`config.mk`:
```
export PLATFORM = sky130hd
export DESIGN_NAME = stage_lookup
export DESIGN_NICKNAME = d
export VERILOG_FILES = /design/src/rtl/latency_pkg.sv /design/src/rtl/stage_lookup.sv
export VERILOG_INCLUDE_DIRS = /design/src /design/src/rtl
export SDC_FILE = /design/constraint.sdc
export NUM_CORES = 1
export LEC_CHECK = 0
export BUFFER_PORTS_ARGS = -buffer_cell sky130_fd_sc_hd__buf_2
export CORE_MARGIN = 5
export CORE_UTILIZATION = 38
export DETAILED_ROUTE_END_ITERATION = 10
export PLACE_DENSITY = 0.75
export SLEW_MARGIN = 25
export SYNTH_ARGS = -nofsm -noshare
export SYNTH_HDL_FRONTEND = slang
export SYNTH_SLANG_ARGS = --single-unit
```
`constraint.sdc`:
```
create_clock -name vclk -period 2.1
set_clock_uncertainty 0.2 [all_clocks]
set_input_delay 0.105 -clock vclk [all_inputs]
set_output_delay 0.105 -clock vclk [all_outputs]
set_load 0.1 [all_outputs]
```
`src/rtl/latency_defs.svh`:
```
// Purpose: register map, field layout and fixed figures of the latency model
// Assumes: byte addresses on a 32-bit Avalon-MM slave
// Notes: definitions only
`ifndef LATENCY_DEFS_SVH
`define LATENCY_DEFS_SVH

// ----------------------------------------------------------------
// register offsets
// ----------------------------------------------------------------
`define OFF_CFG 8'h00
`define OFF_FRAME 8'h04
`define OFF_LAT 8'h08
`define OFF_TOTAL 8'h0c
`define OFF_REC 8'h10

// ----------------------------------------------------------------
// field layout and reset values
// ----------------------------------------------------------------
`define CFG_PATH 1:0
`define CFG_DEC 7:2
`define CFG_CPLX 8
`define CFG_M 15:12
`define CFG_L 19:16
`define CFG_RST 32'h0001_1000
`define FRM_S 4:0
`define FRM_K 12:8
`define FRM_RST 32'h0000_0101
`define LAT_ADC 10:0
`define LAT_LINK 26:16
`define LAT_UNSUP 31
`define REC_VALID 31
`define REC_UNSUP 12

// ----------------------------------------------------------------
// fixed latency figure in encode clock cycles and table row and column codes
// ----------------------------------------------------------------
`define LAT_FULL_BW 11'h01f
`define ROW_NONE 5'h1f
`define ROW_REAL_ONLY 5'h06
`define COL_MID 3'h3

`endif

```
`src/rtl/latency_pkg.sv`:
```
// Purpose: shared types of the latency model
// Assumes: nothing
// Notes: figures live in latency_defs.svh
package latency_pkg;
    typedef enum logic [1:0] {
        PATH_FULL = 2'b00,
        PATH_FS4 = 2'b01,
        PATH_DEC = 2'b10
    } path_t;
    typedef enum logic {
        BUS_IDLE = 1'b0,
        BUS_ACK = 1'b1
    } bus_state_t;
    typedef logic [10:0] lat_t;
endpackage : latency_pkg

```
`src/rtl/stage_lookup.sv`:
```
// Purpose: ratio column, mode row and converter stage latency
// Assumes: converter and lane counts are powers of two up to 8
// Notes: zero latency means the combination has no entry
`timescale 1ns/1ps
`include "latency_defs.svh"
module stage_lookup
    import latency_pkg::*;
#(
    parameter lat_t FS4_ADC_LAT = 11'h01f
) (
    input wire logic [1:0] path,
    input wire logic [5:0] dec,
    input wire logic cplx,
    input wire logic [3:0] conv_cnt,
    input wire logic [3:0] lane_cnt,
    output logic [4:0] row,
    output logic [2:0] col,
    output logic col_ok,
    output lat_t adc_lat
);
    function automatic logic [2:0] pow2_log(input logic [3:0] v);
        case (v)
            4'h1: return 3'b100;
            4'h2: return 3'b101;
            4'h4: return 3'b110;
            4'h8: return 3'b111;
            default: return 3'b000;
        endcase
    endfunction : pow2_log

    function automatic logic [4:0] dec_row(input logic [5:0] d);
        case (d)
            6'h01: return 5'h02;
            6'h02: return 5'h03;
            6'h03: return 5'h04;
            6'h04: return 5'h05;
            6'h05: return 5'h06;
            6'h06: return 5'h07;
            6'h08: return 5'h08;
            6'h0a: return 5'h09;
            6'h0c: return 5'h0a;
            6'h0f: return 5'h0b;
            6'h10: return 5'h0c;
            6'h14: return 5'h0d;
            6'h18: return 5'h0e;
            6'h1e: return 5'h0f;
            6'h28: return 5'h10;
            6'h30: return 5'h11;
            default: return `ROW_NONE;
        endcase
    endfunction : dec_row

    // real and complex chains with the same filters share a figure
    function automatic lat_t dec_lat(input logic c, input logic [5:0] d);
        case ({c, d})
            7'h01, 7'h42: return 11'h05a;
            7'h43: return 11'h066;
            7'h02, 7'h44: return 11'h0a2;
            7'h03, 7'h46: return 11'h0d4;
            7'h04, 7'h48: return 11'h124;
            7'h05, 7'h4a: return 11'h17c;
            7'h06, 7'h4c: return 11'h1a8;
            7'h0f: return 11'h1f4;
            7'h08, 7'h50: return 11'h228;
            7'h0a, 7'h54: return 11'h2b6;
            7'h0c, 7'h58: return 11'h32e;
            7'h5e: return 11'h344;
            7'h14, 7'h68: return 11'h58c;
            7'h18, 7'h70: return 11'h63a;
            default: return '0;
        endcase
    endfunction : dec_lat

    logic [2:0] lm, ll;
    assign lm = pow2_log(conv_cnt);
    assign ll = pow2_log(lane_cnt);
    assign col_ok = lm[2] && ll[2];
    // column of M/L: log2(M) - log2(L) + 3 spans 0.125 .. 8
    assign col = 3'(`COL_MID + {1'b0, lm[1:0]} - {1'b0, ll[1:0]});

    always_comb begin
        row = `ROW_NONE;
        adc_lat = '0;
        case (path)
            PATH_FULL: begin
                row = 5'h00;
                adc_lat = `LAT_FULL_BW;
            end
            PATH_FS4: begin
                row = 5'h01;
                adc_lat = FS4_ADC_LAT;
            end
            PATH_DEC: begin
                row = dec_row(dec);
                adc_lat = dec_lat(cplx, dec);
            end
            default: begin
                row = `ROW_NONE;
            end
        endcase
    end
endmodule : stage_lookup

```
**After elaboration in Yosys (flattened, before gate mapping)**

Memories as Yosys holds them, arrays and structs flattened.
Cells that the tools add are included.

- ROM bits: 320
- Register bits: 0
- Input port bits: 17
- Memories: 1
- Logic and storage cells: 57
- Output and inout bits: 20

- Add/sub/neg operators: 2
- Reductions and logical operators: 14
- Muxes and demuxes: 5
- Equal/unequal tests: 35

Memory list:

| name | depth | bits a word | rd ports | clocked after memory_dff | write ports | line | source |
|---|---|---|---|---|---|---|---|
| (no name shown) | 64 | 5 | 1 | 0 | 0 | stage_lookup.sv:32 | `case (d)` |

Operator list:

| cell | count |
|---|---|
| $pmux W11 S14 | 1 |
| $eq A7 B7 Y1 const B | 13 |
| $eq A7 B4 Y1 const B | 4 |
| $pmux W3 S4 | 2 |
| $reduce_or A2 Y1 | 12 |
| $pmux W11 S2 | 1 |
| $eq A7 B3 Y1 const B | 3 |
| $pmux W5 S3 | 1 |
| $eq A7 B2 Y1 const B | 2 |
| $eq A7 B5 Y1 const B | 2 |
| $eq A4 B1 Y1 const B | 2 |
| $eq A4 B2 Y1 const B | 2 |
| $eq A4 B3 Y1 const B | 2 |
| $eq A4 B4 Y1 const B | 2 |
| $eq A7 B1 Y1 const B | 1 |
| $add A2 B2 Y3 const A | 1 |
| $sub A3 B2 Y3 | 1 |
| $eq A2 B1 Y1 const B | 1 |
| $eq A2 B2 Y1 const B | 1 |
| $logic_not A2 Y1 | 1 |
| $logic_and A1 B1 Y1 | 1 |

**Logic depth before layout (Yosys ltp)**

- Word-level depth: 4
- Gate-level depth with buffers: 7
- Mapped depth without buffers: 6

**Worst setup path before layout**

No wires, ideal clock.

- Path type: input -> output
- Start point: input port dec[0]
- End point: output port row[2]
- Setup slack: -1,187 ps
- Arrival: 2,982 ps
- Required time: 1,795 ps
- Cell stages on the path: 7
- Buffers on the path: 1
- Cell sequence: inv_1 ha_1 buf_2 nor2b_1 nand2_1 o21ai_0 o21ai_0

- Word-level cells in the longest chain between the ends: 2

Ends and longest elaborated chain:

| element | line | source |
|---|---|---|
| start, declared | stage_lookup.sv:12 | `input wire logic [5:0] dec,` |
| $mem_v2 Z64 W5 | - |  |
| $pmux W5 S3 | stage_lookup.sv:84 | `case (path)` |
| end, declared | stage_lookup.sv:16 | `output logic [4:0] row,` |

Every way passes these cells.

**Worst setup path after layout**

- Start point: input port dec[0]
- End point: output port adc_lat[5]

- Word-level cells in the longest chain between the ends: 4
- Elaborated cells on any way between the ends: 38
- Classes of those cells: eq/ne: 25; mux: 2; reduce/logical: 11

Ends and longest elaborated chain:

| element | line | source |
|---|---|---|
| $eq A7 B5 Y1, or another cell as far along | stage_lookup.sv:55 | `case ({c, d})` |
| $reduce_or A2 Y1 | stage_lookup.sv:55 |  |
| $pmux W11 S14 * | stage_lookup.sv:55 |  |
| $pmux W11 S2 * | stage_lookup.sv:84 |  |
| end, declared | stage_lookup.sv:19 | `output lat_t adc_lat` |

Every way passes the cells marked *; elsewhere a longest branch is shown, timed or not.

==> run summary <==
Switching part of the total power: 66.0%
CLK BUF: 0
Design area: 1960 um^2
Wire length per cell: 16.1 um
Core area: 2980 um^2
Port bufs: 37
Final Hold Viols: 0
Syn_nets: 188
Cells after synthesis: 162
Status: finished, final reports clean
Worst Tran Pin Value: 0.649 ns
Mux cell area share after synthesis: 6.26%
Total global-route track usage: 17.8%
Post-synth top area share: 8.63%
Chip width: 65.2 um
Met2 GRT Util: 32.6%
Comb pwr share: 100.0%
Crit path launch type: input pin
Leakage power: 0.743 nW
Internal power: 181 uW
VDD IR max: 288 uV
Routability cong.: 0.978
Die Span Y: 65.2 um
Initial core utilization: 38.9%
Cell Chain, Critical Path: buf_2, inv_2, ha_2, buf_6, or4b_4, a21oi_4, a31oi_2, a31oi_4, buf_12
Period utilisation layout: 99.0%
First-pass GRT wire length: 6220 um
Worst Hold Class: input pin to output pin
Pre-antenna DRT Iters: 4
Compound-Gate Fraction of Synth Area: 27.8%
Seq/Total Area, Yosys: 0%
Critical path endpoint category: output pin
Area leader, netlist: ha_1
Share of layout cells above drive strength 1: 47.2%
Routed wire length: 3950 um
Post-placement cell count: 244
Largest family of logic cells by synthesized area: simple AND/OR/NAND/NOR gates
Worst endpoint required time: 1.79 ns
Adder-cell share of the synthesized area: 10.4%
DRT antenna net count: 0
GRT busiest layer: met2
Warnings from Yosys: 0
Max_cap viols: 0
Area Growth Syn to Fin: 69.1%
Critical path's slowest cell: or4b_4
Final global-route overflow total: 0
Post-CTS Hold Buffers: 0
Synth Cell Area: 1160 um^2
Vias/cell: 6.01
CP Class: input pin to output pin
Post-route insts no fill: 245
Netlist cell types: 49
Simple-gate share of the synthesized area: 41.5%
Critical-path maximum fanout: 6
Met3 Use GR: 1.37%
Number of global-route vias before repair: 1343
Max Clock Freq: 0.481 GHz
I/O pins: 37
Final HPWL DP: 3030 um
Sequential Power Share: 0%
WP buf/inv: 4
Met1 Usage GRT: 22.7%
Drt drc: 0
Top delay family on crit path: compound AO/OA/AOI/OAI gates
Largest net degree at the start of global routing: 22
Mean Syn Cell Area: 7.16 um^2
Min Tclk post-route: 2.08 ns
CP max stage delay: 0.48 ns
Clock share of power: 0%
Final setup fails: 0
Die area: 4260 um^2
Final Max Tran Viols: 0
Antenna Cells: 0
# rows: 20
FFs & Latches: 0
Area after DPL: 1790 um^2
Worst hold margin: 0.427 ns
Arrival time at the worst endpoint: 1.77 ns
Vias: 1472
Pwr Density: 272 nW/um^2
Largest cells by area after synthesis: ha_1, nor4b_1, mux2i_1
Initial DRC Count: 123
Net Sw Power: 352 uW
Antenna violations before repair: 0
Layout Nets: 240
Register area: 0 um^2
Worst slew margin: 56.7%
XOR/XNOR Fraction of Synth Area: 3.78%
worst min-delay path: stages:
cell and delay (ns):
buf_2 0.15, o21ai_2 0.09, buf_12 0.17
cells by family after synthesis:
family          count (synthesis)
simple gates                   73
fa+ha+maj                       9
xor+xnor                        5
compound gates                 45
mux                             6
buf+inv                        24
final timing paths:
check / slack, ns / end / startpoint / cells past startpoint
worst min-delay path: 0.43 / adc_lat[1] / path[0] / 3
worst max-delay path: 0.02 / adc_lat[5] / dec[0] / 9
synthesized netlist by cell type, types with 3 or more instances:
library cell  count
nor2_1           10
ha_1              8
nand2b_1          7
nor3_1            8
nor4b_1           6
and2_1            4
inv_1            11
buf_4             6
o21ai_0           6
a211oi_1          4
or3b_1            4
nor2b_1           6
mux2i_1           5
a31oi_1           7
nor3b_1           3
or3_1             5
xnor2_1           5
a41oi_1           3
nand3b_1          3
a21oi_1           7
nand2_1           6
buf_2             5
what timing repair did:
| item | 4_1_cts | 5_1_grt |
|---|---|---|
| pin swaps | 6 | 7 |
| buffers inserted | 1 | 0 |
| gates resized for setup | 16 | 18 |
| setup endpoints to repair | 9 | 9 |
through the flow:
stage / power, mW / util, % / setup WS, ns / setup TNS [ns]
2_1_floorplan: 0.351 / - / -0.443 / -2.08
3_3_place_gp: 0.491 / 60.3 / -0.124 / -0.611
3_5_place_dp: 0.496 / 60.3 / -0.157 / -0.928
4_1_cts: 0.511 / 62.6 / 0.00367 / 0
5_1_grt: 0.560 / 65.9 / -0.0268 / -0.0810
6_report: 0.533 / 65.9 / 0.0218 / 0
routing by layer:
| layer | routed length, um | share of wire [%] |
|---|---|---|
| met3 | 251 | 6.4 |
| met5 | 0 | 0 |
| met1 | 1680 | 43 |
| met2 | 1940 | 49 |
| met4 | 72 | 1.8 |
placed cells by master (no fill, tap or decap), types with 5 or more instances in the layout:
cell type	n
nor2_1	10
buf_2	22
buf_12	12
nand2b_1	7
buf_4	27
nor3_1	6
nand2_1	6
xnor2_1	5
inv_1	10
nor2b_1	6
layout make-up:
cell class / instances / area [um^2]
fillers: 229 / 1020
inverters: 11 / 41.3
multi-input cells: 138 / 1310
well taps: 33 / 41.3
repair buffers: 63 / 572
power by group through the flow:
stage               Clock (mW)  Sequential, mW  Combinational [mW]
floorplan                    0               0               0.351
global placement             0               0               0.491
detailed placement           0               0               0.496
CTS                          0               0               0.511
global route                 0               0               0.560
finish                       0               0               0.533
Power figures use the tool's default switching activity.
